[src/hw/ueg_defines.vh]
// Notes on behaviour
// writing one to the DATA1 force bit sets the selected endpoint toggle.
// writing one to the DATA0 force bit clears the selected endpoint toggle.
// software writes direction and number first, unchanged during force writes; the code takes both from the force write itself.
// direction select zero means OUT endpoint, one means IN endpoint.
// three-bit endpoint number in low bits selects endpoint 0 to 7.
// read-only top bit shows selected endpoint toggle, one for DATA1.
// host sends start-of-frame each millisecond with an 11-bit frame number.
// each start-of-frame loads frame number into low and high count registers.
// missing or corrupt start-of-frame makes an internal frame and counts one.
// the internally counted frame number wraps from 2047 to zero.
// host-assigned 7-bit address is captured into read-only address register.
// only tokens to the current assigned address are answered.
// soft re-enumeration clears the address so default address zero answers.
// iso IN token on empty FIFO: silent, or zero-length packet when enabled.
// bulk OUT pair bits enable double buffering for OUT pairs 2/3, 4/5, 6/7.
// bulk IN pair bits enable double buffering for IN pairs 2/3, 4/5, 6/7.
// with a pair enabled, software uses only the even endpoint of it.
// endpoint with live bit zero gets no response at all, not a NAK.
// four 8-bit live registers: bulk IN, bulk OUT, iso IN, iso OUT.
// live bits reset to the endpoints of the default device personality.
`ifndef UEG_DEFINES_VH
`define UEG_DEFINES_VH

// ======================================================
// register byte addresses
`define UEG_ADDR_TOGGLE_CONTROL 16'h7fd7
`define UEG_ADDR_FRAME_COUNT_LOW 16'h7fd8
`define UEG_ADDR_FRAME_COUNT_HIGH 16'h7fd9
`define UEG_ADDR_FUNCTION_ADDRESS 16'h7fdb
`define UEG_ADDR_ENDPOINT_PAIRING 16'h7fdd
`define UEG_ADDR_BULK_IN_VALID 16'h7fde
`define UEG_ADDR_BULK_OUT_VALID 16'h7fdf
`define UEG_ADDR_ISO_IN_VALID 16'h7fe0
`define UEG_ADDR_ISO_OUT_VALID 16'h7fe1

// ======================================================
// toggle control fields
`define UEG_TOG_VALUE_BIT 7
`define UEG_TOG_SET_ONE_BIT 6
`define UEG_TOG_SET_ZERO_BIT 5
`define UEG_TOG_DIR_BIT 4
`define UEG_TOG_SPARE_BIT 3
`define UEG_TOG_EP_MSB 2

// ======================================================
// pairing fields
`define UEG_PAIR_ZERO_LEN_BIT 7
`define UEG_PAIR_OUT_LSB 3
`define UEG_PAIR_IN_LSB 0

// ======================================================
// reset values
`define UEG_RST_BULK_IN_VALID 8'h57
`define UEG_RST_BULK_OUT_VALID 8'h55
`define UEG_RST_ISO_IN_VALID 8'h07
`define UEG_RST_ISO_OUT_VALID 8'h07
`define UEG_RST_PAIRING 8'h00
`define UEG_RST_ZERO_LEN 1'b0

// ======================================================
// timing
`define UEG_CLK_PERIOD_NS 40
`define UEG_FRAME_PERIOD_NS 1000000
`define UEG_FRAME_CYCLES (`UEG_FRAME_PERIOD_NS / `UEG_CLK_PERIOD_NS)
`define UEG_FRAME_MAX 11'h7ff

`endif

[src/hw/ueg_endpoint_global_control.v]
// The address-and-strobe port was chosen for this implementation.
`timescale 1ns/1ps
`default_nettype none
`include "ueg_defines.vh"

module ueg_endpoint_global_control #(
	parameter FRAME_CYCLES = `UEG_FRAME_CYCLES,
	parameter TIMER_W = 16
) (
	input wire clk_in, // core clock, 25 MHz
	input wire rstn_in, // async reset, active low
	input wire ce_in, // clock enable, freezes all state when low
	// register port
	input wire [15:0] reg_addr_in, // register byte address
	input wire [7:0] reg_wdata_in, // write data
	input wire reg_wr_in, // write strobe
	input wire reg_rd_in, // read strobe
	output reg [7:0] reg_rdata_out, // read data, cycle after strobe
	// frame events from the serial engine
	input wire sof_valid_in, // good start-of-frame token pulse
	input wire [10:0] frame_number_bits_in, // frame number with sof_valid_in
	input wire sof_bad_in, // corrupt start-of-frame pulse
	// enumeration events
	input wire set_address_in, // host address assignment pulse
	input wire [6:0] host_assigned_addr_bits_in, // address with set_address_in
	input wire soft_reenumerate_in, // soft re-enumeration pulse
	// token under decision
	input wire token_valid_in, // token present
	input wire [6:0] token_addr_in, // token device address
	input wire [3:0] token_ep_in, // token endpoint 0..15
	input wire token_dir_in, // token direction, one is IN
	input wire iso_fifo_empty_in, // addressed iso IN FIFO empty
	input wire xfer_done_in, // transaction on token endpoint done pulse
	// decisions
	output wire token_for_me_out, // token matches assigned address
	output wire token_answer_out, // device answers the token
	output wire token_silent_out, // device gives no response
	output wire iso_zero_len_out, // answer with zero-length data packet
	output wire token_toggle_out, // expected toggle of bulk endpoint
	output wire [2:0] pair_bulk_in_out, // IN pairs enabled
	output wire [2:0] pair_bulk_out_out, // OUT pairs enabled
	output wire [2:0] pair_in_half_out, // IN pair half on USB side
	output wire [2:0] pair_out_half_out, // OUT pair half on USB side
	output wire [6:0] function_address_out // assigned address
);

// ======================================================
// state
reg [7:0] toggle_in_q;
reg [7:0] toggle_out_q;
reg tog_dir_q;
reg tog_spare_q;
reg [2:0] tog_ep_q;
reg [10:0] frame_number_bits_q;
reg frame_running_q;
reg [TIMER_W-1:0] frame_timer_q;
reg [6:0] host_assigned_addr_bits_q;
reg iso_zero_len_reply_q;
reg [2:0] pair_bulk_out_q;
reg [2:0] pair_bulk_in_q;
reg [7:0] live_bulk_in_q;
reg [7:0] live_bulk_out_q;
reg [7:0] live_iso_in_q;
reg [7:0] live_iso_out_q;
reg [2:0] in_half_q;
reg [2:0] out_half_q;
reg [7:0] reg_rdata_d;

// ======================================================
// decoding helpers
function [2:0] ueg_bulk_index;
	input [2:0] ep;
	input paired;
	begin
		// odd endpoint of an enabled pair is folded onto its even partner
		if (paired)
			ueg_bulk_index = {ep[2:1], 1'b0};
		else
			ueg_bulk_index = ep;
	end
endfunction

function ueg_pair_of;
	input [2:0] ep;
	input [2:0] pairs;
	begin
		case (ep[2:1])
			2'b01: ueg_pair_of = pairs[0];
			2'b10: ueg_pair_of = pairs[1];
			2'b11: ueg_pair_of = pairs[2];
			default: ueg_pair_of = 1'b0;
		endcase
	end
endfunction

function ueg_bit_at;
	input [7:0] vec;
	input [2:0] idx;
	begin
		ueg_bit_at = vec[idx];
	end
endfunction

// ======================================================
// register write decode
wire wr_toggle = ce_in && reg_wr_in &&
	(reg_addr_in == `UEG_ADDR_TOGGLE_CONTROL);
wire wr_pairing = ce_in && reg_wr_in &&
	(reg_addr_in == `UEG_ADDR_ENDPOINT_PAIRING);
wire wr_bulk_in = ce_in && reg_wr_in &&
	(reg_addr_in == `UEG_ADDR_BULK_IN_VALID);
wire wr_bulk_out = ce_in && reg_wr_in &&
	(reg_addr_in == `UEG_ADDR_BULK_OUT_VALID);
wire wr_iso_in = ce_in && reg_wr_in &&
	(reg_addr_in == `UEG_ADDR_ISO_IN_VALID);
wire wr_iso_out = ce_in && reg_wr_in &&
	(reg_addr_in == `UEG_ADDR_ISO_OUT_VALID);

// force acts on the selection carried by the same write
wire [2:0] wr_ep = reg_wdata_in[`UEG_TOG_EP_MSB:0];
wire wr_dir = reg_wdata_in[`UEG_TOG_DIR_BIT];
wire force_one = wr_toggle && reg_wdata_in[`UEG_TOG_SET_ONE_BIT];
wire force_zero = wr_toggle && reg_wdata_in[`UEG_TOG_SET_ZERO_BIT];

// ======================================================
// token decisions
wire token_iso = token_ep_in[3];
wire [2:0] token_pairs = token_dir_in ? pair_bulk_in_q : pair_bulk_out_q;
wire token_paired = !token_iso && ueg_pair_of(token_ep_in[2:0], token_pairs);
wire [2:0] token_bulk_idx = ueg_bulk_index(token_ep_in[2:0], token_paired);
reg token_live;

always @*
begin
	token_live = 1'b0;
	case ({token_iso, token_dir_in})
		2'b00: token_live = ueg_bit_at(live_bulk_out_q, token_bulk_idx);
		2'b01: token_live = ueg_bit_at(live_bulk_in_q, token_bulk_idx);
		2'b10: token_live = ueg_bit_at(live_iso_out_q, token_ep_in[2:0]);
		2'b11: token_live = ueg_bit_at(live_iso_in_q, token_ep_in[2:0]);
		default: token_live = 1'b0;
	endcase
end

// other addresses are ignored without the processor
assign token_for_me_out = token_valid_in &&
	(token_addr_in == host_assigned_addr_bits_q);
wire iso_empty_in_tok = token_iso && token_dir_in && iso_fifo_empty_in;
assign iso_zero_len_out = token_for_me_out && token_live &&
	iso_empty_in_tok && iso_zero_len_reply_q;
// dead endpoints and empty iso FIFOs without zero-length reply stay quiet
assign token_silent_out = token_for_me_out && (!token_live ||
	(iso_empty_in_tok && !iso_zero_len_reply_q));
assign token_answer_out = token_for_me_out && !token_silent_out;
assign token_toggle_out = token_dir_in ?
	ueg_bit_at(toggle_in_q, token_bulk_idx) :
	ueg_bit_at(toggle_out_q, token_bulk_idx);

wire xfer_bulk = ce_in && xfer_done_in && token_answer_out && !token_iso;

// ======================================================
// data toggles, processor force beats the serial engine flip
genvar gi;
generate
	for (gi = 0; gi < 8; gi = gi + 1)
	begin : g_tog
		wire sel_in = wr_dir && (wr_ep == gi);
		wire sel_out = !wr_dir && (wr_ep == gi);
		wire flip_in = xfer_bulk && token_dir_in && (token_bulk_idx == gi);
		wire flip_out = xfer_bulk && !token_dir_in &&
			(token_bulk_idx == gi);
		always @(posedge clk_in or negedge rstn_in)
		begin
			if (!rstn_in)
			begin
				toggle_in_q[gi] <= 1'b0;
				toggle_out_q[gi] <= 1'b0;
			end
			else if (ce_in)
			begin
				if (sel_in && force_zero)
					toggle_in_q[gi] <= 1'b0;
				else if (sel_in && force_one)
					toggle_in_q[gi] <= 1'b1;
				else if (flip_in)
					toggle_in_q[gi] <= !toggle_in_q[gi];
				if (sel_out && force_zero)
					toggle_out_q[gi] <= 1'b0;
				else if (sel_out && force_one)
					toggle_out_q[gi] <= 1'b1;
				else if (flip_out)
					toggle_out_q[gi] <= !toggle_out_q[gi];
			end
		end
	end
endgenerate

always @(posedge clk_in or negedge rstn_in)
begin
	if (!rstn_in)
	begin
		tog_dir_q <= 1'b0;
		tog_spare_q <= 1'b0;
		tog_ep_q <= 3'h0;
	end
	else if (wr_toggle)
	begin
		tog_dir_q <= wr_dir;
		tog_spare_q <= reg_wdata_in[`UEG_TOG_SPARE_BIT];
		tog_ep_q <= wr_ep;
	end
end

// ======================================================
// frame count
wire frame_timeout = frame_running_q &&
	(frame_timer_q == FRAME_CYCLES[TIMER_W-1:0] - 1'b1);
// a frame only runs after the first good start-of-frame
wire frame_synth = ce_in && !sof_valid_in && frame_running_q &&
	(sof_bad_in || frame_timeout);

always @(posedge clk_in or negedge rstn_in)
begin
	if (!rstn_in)
	begin
		frame_number_bits_q <= 11'h000;
		frame_running_q <= 1'b0;
		frame_timer_q <= {TIMER_W{1'b0}};
	end
	else if (ce_in)
	begin
		if (sof_valid_in)
		begin
			frame_number_bits_q <= frame_number_bits_in;
			frame_running_q <= 1'b1;
			frame_timer_q <= {TIMER_W{1'b0}};
		end
		else if (frame_synth)
		begin
			if (frame_number_bits_q == `UEG_FRAME_MAX)
				frame_number_bits_q <= 11'h000;
			else
				frame_number_bits_q <= frame_number_bits_q + 11'h001;
			frame_timer_q <= {TIMER_W{1'b0}};
		end
		else if (frame_running_q)
			frame_timer_q <= frame_timer_q + 1'b1;
		if (soft_reenumerate_in)
			frame_running_q <= 1'b0;
	end
end

// ======================================================
// function address, a new assignment wins over a clear
always @(posedge clk_in or negedge rstn_in)
begin
	if (!rstn_in)
		host_assigned_addr_bits_q <= 7'h00;
	else if (ce_in)
	begin
		if (set_address_in)
			host_assigned_addr_bits_q <= host_assigned_addr_bits_in;
		else if (soft_reenumerate_in)
			host_assigned_addr_bits_q <= 7'h00;
	end
end

assign function_address_out = host_assigned_addr_bits_q;

// ======================================================
// pairing and live bits
always @(posedge clk_in or negedge rstn_in)
begin
	if (!rstn_in)
	begin
		iso_zero_len_reply_q <= `UEG_RST_ZERO_LEN;
		pair_bulk_out_q <= 3'h0;
		pair_bulk_in_q <= 3'h0;
		live_bulk_in_q <= `UEG_RST_BULK_IN_VALID;
		live_bulk_out_q <= `UEG_RST_BULK_OUT_VALID;
		live_iso_in_q <= `UEG_RST_ISO_IN_VALID;
		live_iso_out_q <= `UEG_RST_ISO_OUT_VALID;
	end
	else
	begin
		if (wr_pairing)
		begin
			iso_zero_len_reply_q <= reg_wdata_in[`UEG_PAIR_ZERO_LEN_BIT];
			pair_bulk_out_q <=
				reg_wdata_in[`UEG_PAIR_OUT_LSB+2:`UEG_PAIR_OUT_LSB];
			pair_bulk_in_q <=
				reg_wdata_in[`UEG_PAIR_IN_LSB+2:`UEG_PAIR_IN_LSB];
		end
		if (wr_bulk_in)
			live_bulk_in_q <= reg_wdata_in;
		if (wr_bulk_out)
			live_bulk_out_q <= reg_wdata_in;
		if (wr_iso_in)
			live_iso_in_q <= reg_wdata_in;
		if (wr_iso_out)
			live_iso_out_q <= reg_wdata_in;
	end
end

assign pair_bulk_in_out = pair_bulk_in_q;
assign pair_bulk_out_out = pair_bulk_out_q;

// ======================================================
// ping-pong halves: USB side swaps after each finished transfer,
// the processor always works the other half
generate
	for (gi = 0; gi < 3; gi = gi + 1)
	begin : g_pair
		wire hit = xfer_bulk && token_paired &&
			(token_ep_in[2:1] == gi + 1);
		always @(posedge clk_in or negedge rstn_in)
		begin
			if (!rstn_in)
			begin
				in_half_q[gi] <= 1'b0;
				out_half_q[gi] <= 1'b0;
			end
			else if (ce_in)
			begin
				if (!pair_bulk_in_q[gi])
					in_half_q[gi] <= 1'b0;
				else if (hit && token_dir_in)
					in_half_q[gi] <= !in_half_q[gi];
				if (!pair_bulk_out_q[gi])
					out_half_q[gi] <= 1'b0;
				else if (hit && !token_dir_in)
					out_half_q[gi] <= !out_half_q[gi];
			end
		end
	end
endgenerate

assign pair_in_half_out = in_half_q;
assign pair_out_half_out = out_half_q;

// ======================================================
// read path, unmapped addresses read zero
wire sel_toggle = tog_dir_q ? ueg_bit_at(toggle_in_q, tog_ep_q) :
	ueg_bit_at(toggle_out_q, tog_ep_q);

always @*
begin
	reg_rdata_d = 8'h00;
	case (reg_addr_in)
		`UEG_ADDR_TOGGLE_CONTROL: reg_rdata_d = {sel_toggle, 2'b00,
			tog_dir_q, tog_spare_q, tog_ep_q};
		`UEG_ADDR_FRAME_COUNT_LOW: reg_rdata_d = frame_number_bits_q[7:0];
		`UEG_ADDR_FRAME_COUNT_HIGH:
			reg_rdata_d = {5'h00, frame_number_bits_q[10:8]};
		`UEG_ADDR_FUNCTION_ADDRESS:
			reg_rdata_d = {1'b0, host_assigned_addr_bits_q};
		`UEG_ADDR_ENDPOINT_PAIRING: reg_rdata_d = {iso_zero_len_reply_q,
			1'b0, pair_bulk_out_q, pair_bulk_in_q};
		`UEG_ADDR_BULK_IN_VALID: reg_rdata_d = live_bulk_in_q;
		`UEG_ADDR_BULK_OUT_VALID: reg_rdata_d = live_bulk_out_q;
		`UEG_ADDR_ISO_IN_VALID: reg_rdata_d = live_iso_in_q;
		`UEG_ADDR_ISO_OUT_VALID: reg_rdata_d = live_iso_out_q;
		default: reg_rdata_d = 8'h00;
	endcase
end

// data stand one cycle only, zero otherwise
always @(posedge clk_in or negedge rstn_in)
begin
	if (!rstn_in)
		reg_rdata_out <= 8'h00;
	else if (ce_in)
		reg_rdata_out <= reg_rd_in ? reg_rdata_d : 8'h00;
end

endmodule // ueg_endpoint_global_control
`default_nettype wire

[config.mk]
export PLATFORM = sky130hd
export DESIGN_NAME = ueg_endpoint_global_control
export DESIGN_NICKNAME = d
export VERILOG_FILES = /design/src/hw/ueg_endpoint_global_control.v
export VERILOG_INCLUDE_DIRS = /design/src /design/src/hw
export SDC_FILE = /design/constraint.sdc
export NUM_CORES = 1
export LEC_CHECK = 0
export ABC_AREA = 1
export ABC_CLOCK_PERIOD_IN_PS = 4050
export BUFFER_PORTS_ARGS = -buffer_cell sky130_fd_sc_hd__buf_2
export CAP_MARGIN = 10
export CORE_MARGIN = 10
export CORE_UTILIZATION = 50
export DETAILED_ROUTE_END_ITERATION = 10
export PLACE_DENSITY = 0.81
export SKIP_CTS_REPAIR_TIMING = 1
export SLEW_MARGIN = 10
export SYNTH_ARGS = -nofsm -noshare
export SYNTH_HDL_FRONTEND = slang
export SYNTH_SLANG_ARGS = --single-unit
[constraint.sdc]
create_clock -name clk_in -period 4.05 [get_ports clk_in]
set_input_delay 0.405 -clock clk_in [delete_from_list [all_inputs] [get_ports clk_in]]
set_output_delay 0.405 -clock clk_in [all_outputs]
set_load 0.005 [all_outputs]
==> results of run 1 <==
-- metrics by stage --
stage / util / power [mW]
floorplan: - / 1.38
CTS: 0.582 / 2.41
finish: 0.582 / 2.40
detailed placement: 0.559 / 1.51
global placement: 0.559 / 1.51
global route: 0.582 / 2.50
-- layout make-up --
cell class / count / area, µm²
inverter: 121 / 454
multi-input combinational: 700 / 3480
clock buffer: 10 / 239
sequential: 109 / 2750
clock inverter: 6 / 65.1
fill: 1256 / 5560
tap: 176 / 220
timing repair buffer: 102 / 526
-- critical path, stage by stage --
cell     delay [ns]
buf_2          0.24
inv_2          0.13
nor2_2         0.28
nand3_1        0.14
nand3_2        0.10
nand2_4        0.09
nand2_4        0.16
inv_2          0.10
nor2_4         0.16
nand2_1        0.07
nand3_1        0.08
nand3_1        0.10
nand2_1        0.14
nor2_4         0.05
a21oi_1        0.20
buf_2          0.16
-- synth_stat cells (8+ instances only) --
master | count | area share
dfrtp_1 | 94 | 0.34
nand3_1 | 63 | 0.046
o21ai_0 | 97 | 0.071
nor3_1 | 20 | 0.015
nor4_1 | 9 | 0.0082
a22oi_1 | 24 | 0.026
a221oi_1 | 8 | 0.010
nand2_1 | 237 | 0.13
inv_2 | 11 | 0.0060
clkbuf_1 | 25 | 0.014
o22ai_1 | 21 | 0.019
a21oi_1 | 20 | 0.015
o21ai_1 | 20 | 0.015
dfstp_2 | 15 | 0.058
xor2_1 | 10 | 0.013
inv_1 | 108 | 0.059
nand4_1 | 21 | 0.019
nor2_1 | 91 | 0.050
-- power by group --
group          internal, mW  switching [mW]  total (mW)
Sequential             1.13          0.0327        1.16
Clock                 0.453           0.447       0.900
Combinational         0.105           0.228       0.333
Total                  1.69           0.708        2.40
-- metal layers --
layer  global-route usage  up-vias
li1                     -     3408
met5                    0        -
met1                0.327     3313
met3               0.0641       36
met4               0.0650        0
met2                0.341      363
-- cell usage in the layout, fill, tap and decap left out, types with 4 or more instances in the layout --
master       n
nand2_1    237
inv_1      108
o21ai_0     97
buf_2       96
dfrtp_1     94
nor2_1      91
nand3_1     63
a22oi_1     24
o22ai_1     21
nand4_1     21
o21ai_1     20
a21oi_1     20
nor3_1      20
dfstp_2     15
inv_2       11
xor2_1      10
nor4_1       9
clkbuf_16    9
a221oi_1     8
nor2_2       6
o211ai_1     6
buf_4        6
o2111ai_1    4
a22o_1       4
-- cell families (layout without fill, tap and decap cells) --
kind of cell             Yosys count  count (layout)  synth area share
adder cells (fa/ha/maj)            2               2           0.00366
buffers and inverters            153             239            0.0884
XOR/XNOR                          10              10            0.0128
multiplexers                       2               2           0.00293
AO/OA/AOI/OAI                    220             220             0.191
AND/OR/NAND/NOR                  466             466             0.299
flip-flops                       109             109             0.402
-- worst max path at each step --
stage	to	slack, ns	depth (start not counted)
global route	token_silent_out	0.81	16
finish	token_silent_out	1.03	16
floorplan	toggle_in_q[0]	1.78	21
detailed placement	toggle_out_q[2]	1.08	20
CTS	token_silent_out	1.10	16
global placement	token_silent_out	1.16	16
-- registers in the layout, summed over array words and instances (netlist names), 7 cells and up --
name and count:
function_address_out 7, live_iso_out_q 8, frame_timer_q 16, toggle_in_q 8, reg_rdata_out 8, live_iso_in_q 8, live_bulk_out_q 8, toggle_out_q 8
live_bulk_in_q 8, frame_number_bits_q 11
==> reports/qor.csv, run 1 <==
stage;metric;value;unit
status;status;finished, final reports clean;
grt;gr ovfl total;0;
synth;Syn. warnings;0;
die;starting density of the core;0.514;
layout;diode count;0;
clock_network;Clk pin slew, worst setup/hold paths;0.07;ns
layout;post-route design area;0.00773;mm²
die;Core Area;0.0133;mm²
worst_setup_path;crit start category;input port;
synth;Mean Syn Cell Area;7.11;µm²
sta;max-slew violations;0;
placement;hpwl dp;16.4;mm
clock_network;clock buffer count from CTS;9;
drt;Vias/cell;5.82;
clock_network;TritonCTS clock tree;built;
layout;layout net count;1111;
placement;Placer Congestion;0.987;
job;Max-cap violations;0;
die;num rows;42;
drt;DRT met1 WL;9.58;mm
drt;met3 WL;2.37;mm
drt;DRT Pass-1 Iters;5;
synth;post-synthesis sequential area ratio;0.402;
grt;vias in the first global route;6611;
drt;drt total wl;21.6;mm
pwr;Pleak;3.68;nW
worst_setup_path;CP Capture Type;output port;
clock_network;Clock Tree Buf Depth;2;
sta;RSZ-0062 raised after global routing;no;
sta;worst clock skew;0.0110;ns
synth;Synth Register Bits;109;
drt;vias post-DR;7120;
synth;Post-Synthesis Cells;962;
worst_setup_path;Crit Path Category;input port to output port;
clock_network;H-tree depth;3;
layout;share of cells above drive strength 1;0.156;
sta;final hold slack;0.101;ns
worst_hold_path;Hold Crit Class;input port to async pin;
worst_setup_path;critical path fanouts, max;14;
synth;Post-synth EDFFs;0;
placement;pre-CTS setup slack;1.08;ns
placement;placed inst area;0.00743;mm²
sta;Min Clock Period, post-route;3.02;ns
worst_setup_path;Data required, critical path;3.64;ns
sta;final setup TNS;0;ns
sta;worst-margin pin slew;0.790;ns
layout;Area growth syn-to-layout;13.2;%
synth;Synthesized Nets;1030;
layout;non-filler cells, final;1224;
placement;IO buf count;97;
clock_network;CTS Sinks;109;
die;Die Height;137;µm
synth;synthesized cell area;0.00684;mm²
pwr;Power Density;310;mW/mm²
sta;setup violators final;0;
synth;post-synth cell types;50;
grt;first-pass GRT wire length;34.8;mm
die;io pins;98;
drt;Iteration-0 DRC Markers;769;
worst_setup_path;Worst setup startpoint;token_ep_in[1];
sta;final worst-path cycle share;0.745;
grt;largest net degree at the start of global routing;63;
worst_setup_path;Worst R2R Path Depth;19;
drt;WL met2;9.25;mm
sta;Rel. slew slack;0.473;
synth;ys flop type;dfrtp_1;
worst_setup_path;worst r2r dst;toggle_out_q[3];
sta;Hold Vio Cnt, Final;0;
drt;top sig layer;met4;
grt;Global Route Usage Sum;0.232;
clock_network;Root Buffer;clkbuf_16;
die;die area;0.0187;mm²
pwr;worst-case vdd ir drop;0.184;mV
worst_setup_path;crit path DAT;2.61;ns
die;die width;137;µm
sta;slack of the critical path;1.03;ns
drt;routed len/inst;17.6;µm
sta;Fmax achieved;331;MHz
synth;Async SR Flop Fraction;1.00;
worst_setup_path;FF-to-FF Start;pair_bulk_out_out[0];
placement;placed cell count;1208;
worst_setup_path;R2R setup slack;1.44;ns
clock_network;Clock Latency Late Sink;0.36;ns
drt;Routed Antenna Nets;0;
drt;DRC viols;0;
grt;initial antenna violation count;0;
(Power assumes the default switching activity.)
==> inputs of run 2 (changes only) <==
--- a/config.mk
+++ b/config.mk
@@ -7,7 +7,7 @@
 export NUM_CORES = 1
 export LEC_CHECK = 0
 export ABC_AREA = 1
-export ABC_CLOCK_PERIOD_IN_PS = 4050
+export ABC_CLOCK_PERIOD_IN_PS = 2800
 export BUFFER_PORTS_ARGS = -buffer_cell sky130_fd_sc_hd__buf_2
 export CAP_MARGIN = 10
 export CORE_MARGIN = 10
==> constraint.sdc (replaced) <==
create_clock -name clk_in -period 2.8 [get_ports clk_in]
set_input_delay 0.28 -clock clk_in [delete_from_list [all_inputs] [get_ports clk_in]]
set_output_delay 0.28 -clock clk_in [all_outputs]
set_load 0.005 [all_outputs]
==> run 2 against run 1 <==
Effect of this change:
- sequential power grew 45%
- wire length up 1.0%
- total power grew 48%
- via count increased by 2.3%
- global-route usage about the same
- die area is the same
- flip-flop and latch count stayed put
- critical path type is now flip-flop to output port
==> reports/qor.csv, run 2 (synthesis gave the netlist of run 1 again) <==
stage;metric;value;unit;change
worst_setup_path;crit start category;flip-flop;;was input port
sta;setup violators final;0;;unchanged
layout;most frequent cells in the layout;nand2_1 (237), inv_1 (106), o21ai_0 (97);;was nand2_1 (237), inv_1 (108), o21ai_0 (97)
sta;final worst-path cycle share;0.981;;
die;num rows;42;;unchanged
sta;slack of the critical path;0.0524;ns;was 1.03 ns
layout;filler instances;1209;;was 1,256
worst_setup_path;R2R setup slack;0.25;ns;was 1.44 ns
die;starting density of the core;0.514;;unchanged
grt;GRT met2 Usage;0.334;;was 0.341
sta;max-slew violations;0;;unchanged
placement;placed inst area;0.00755;mm²;was 0.00743 mm²
clock_network;clock buffer count from CTS;9;;unchanged
drt;vias post-DR;7281;;was 7,120
die;die area;0.0187;mm²;unchanged
layout;max reg flops;16;;unchanged
layout;layout net count;1126;;was 1,111
sta;worst clock skew;0.0103;ns;was 0.0110 ns
sta;worst-margin pin slew;0.697;ns;was 0.790 ns
die;Core Area;0.0133;mm²;unchanged
layout;Multi-input gate area;0.00350;mm²;was 0.00348 mm²
clock_network;CTS Sinks;109;;unchanged
worst_setup_path;CP Capture Type;output port;;unchanged
pwr;Pleak;3.76;nW;was 3.68 nW
grt;largest net degree at the start of global routing;63;;unchanged
grt;initial antenna violation count;0;;unchanged
grt;vias in the first global route;6608;;was 6,611
grt;GRT met3 Usage;0.0469;;was 0.0641
sta;Hold Vio Cnt, Final;0;;unchanged
grt;gr ovfl total;0;;unchanged
drt;Routed Antenna Nets;0;;unchanged
layout;Largest regs;frame_timer_q (16), frame_number_bits_q (11);;unchanged
pwr;worst-case vdd ir drop;0.307;mV;was 0.184 mV
status;status;finished, final reports clean;;unchanged
worst_hold_path;Hold Crit Class;input port to flip-flop;;was input port to async pin
job;Max-cap violations;0;;unchanged
sta;final setup TNS;0;ns;unchanged
clock_network;Root Buffer;clkbuf_16;;unchanged
sta;Fmax achieved;364;MHz;
sta;Rel. slew slack;0.531;;was 0.473
placement;hpwl dp;16.8;mm;was 16.4 mm
layout;Largest Register;frame_timer_q;;unchanged
die;Die Height;137;µm;unchanged
drt;DRT Pass-1 Iters;6;;was 5
layout;diode count;0;;unchanged
layout;Final Core Density;0.593;;was 0.582
die;io pins;98;;unchanged
worst_setup_path;FF-to-FF Start;pair_bulk_in_out[0];;was pair_bulk_out_out[0]
worst_setup_path;critical path fanouts, max;3;;was 14
layout;area taken by flip-flops and latches;0.00275;mm²;unchanged
worst_setup_path;crit path DAT;2.47;ns;was 2.61 ns
clock_network;TritonCTS clock tree;built;;unchanged
clock_network;H-tree depth;3;;unchanged
drt;DRC viols;0;;unchanged
pwr;total power draw;3.54;mW;was 2.40 mW
drt;drt total wl;21.8;mm;was 21.6 mm
worst_setup_path;Worst setup startpoint;function_address_out[3];;was token_ep_in[1]
grt;first-pass GRT wire length;35.0;mm;was 34.8 mm
placement;pre-CTS setup slack;0.136;ns;was 1.08 ns
clock_network;Clk pin slew, worst setup/hold paths;0.08;ns;was 0.07 ns
drt;routed len/inst;17.6;µm;about the same
clock_network;Clock Tree Buf Depth;2;;unchanged
drt;Iteration-0 DRC Markers;1076;;was 769
grt;Global Route Usage Sum;0.233;;was 0.232
worst_hold_path;Min-Delay Startpoint;host_assigned_addr_bits_in[4];;
worst_setup_path;Crit Path Category;flip-flop to output port;;was input port to output port
placement;Placer Congestion;0.982;;was 0.987
pwr;Power Density;449;mW/mm²;was 310 mW/mm²
sta;Min Clock Period, post-route;2.75;ns;
clock_network;Clock Latency Late Sink;0.37;ns;was 0.36 ns
layout;share of cells above drive strength 1;0.168;;was 0.156
layout;most common cell after layout, fill and taps aside;nand2_1;;unchanged
layout;Area growth syn-to-layout;15.4;%;was 13.2%
grt;met1 usage;0.337;;was 0.327
drt;Vias/cell;5.88;;was 5.82
layout;post-route design area;0.00789;mm²;was 0.00773 mm²
placement;IO buf count;97;;unchanged
die;die width;137;µm;unchanged
worst_setup_path;Data required, critical path;2.52;ns;was 3.64 ns
grt;grt peak-use layer;met1;;was met2
==> run 2: per-layer routing <==
layer  share of wire  wire, µm
met4           0.030       655
met5               0         0
met1            0.44      9490
met3            0.11      2470
met2            0.42      9200
==> run 2: final cells by class <==
class	count	area share
Multi-Input combinational cell	700	0.443
Sequential cell	109	0.348
Timing Repair Buffer	117	0.0828
Inverter	121	0.0579
Clock buffer	9	0.0286
Tap cell	176	0.0279
Clock inverter	7	0.0114
==> run 2: metrics by stage <==
step | instances | hold slack (ns)
finish | 1239 | 0.145
detailed placement | 1222 | 0.191
CTS | 1238 | -0.201
global placement | 1222 | 0.188
global route | 1239 | 0.164
floorplan | 962 | -0.0156
==> run 2: worst paths after layout <==
| kind | endpoint | cells after the start |
|---|---|---|
| setup / recovery | iso_zero_len_out | 9 |
| hold / removal | function_address_out[4] | 3 |
| setup reg to reg | toggle_out_q[5] | 19 |
| hold reg to reg | live_iso_out_q[0] | 2 |
| max in group asynchronous | live_bulk_out_q[4] | 3 |
| min in group asynchronous | frame_timer_q[10] | 2 |
==> run 2: worst max-delay path: stages (launching register included) <==
cell and delay, ns:
dfrtp_1 0.44, inv_1 0.10, nand2_1 0.06, o21ai_0 0.08, a2111oi_0 0.45, nand2_1 0.22
inv_1 0.19, nand3_1 0.09, nor3_1 0.29, buf_2 0.18
==> run 2: report_power, final <==
group	switching, mW	internal [mW]
Clock	0.642	0.717
Combinational	0.337	0.164
Sequential	0.0476	1.63
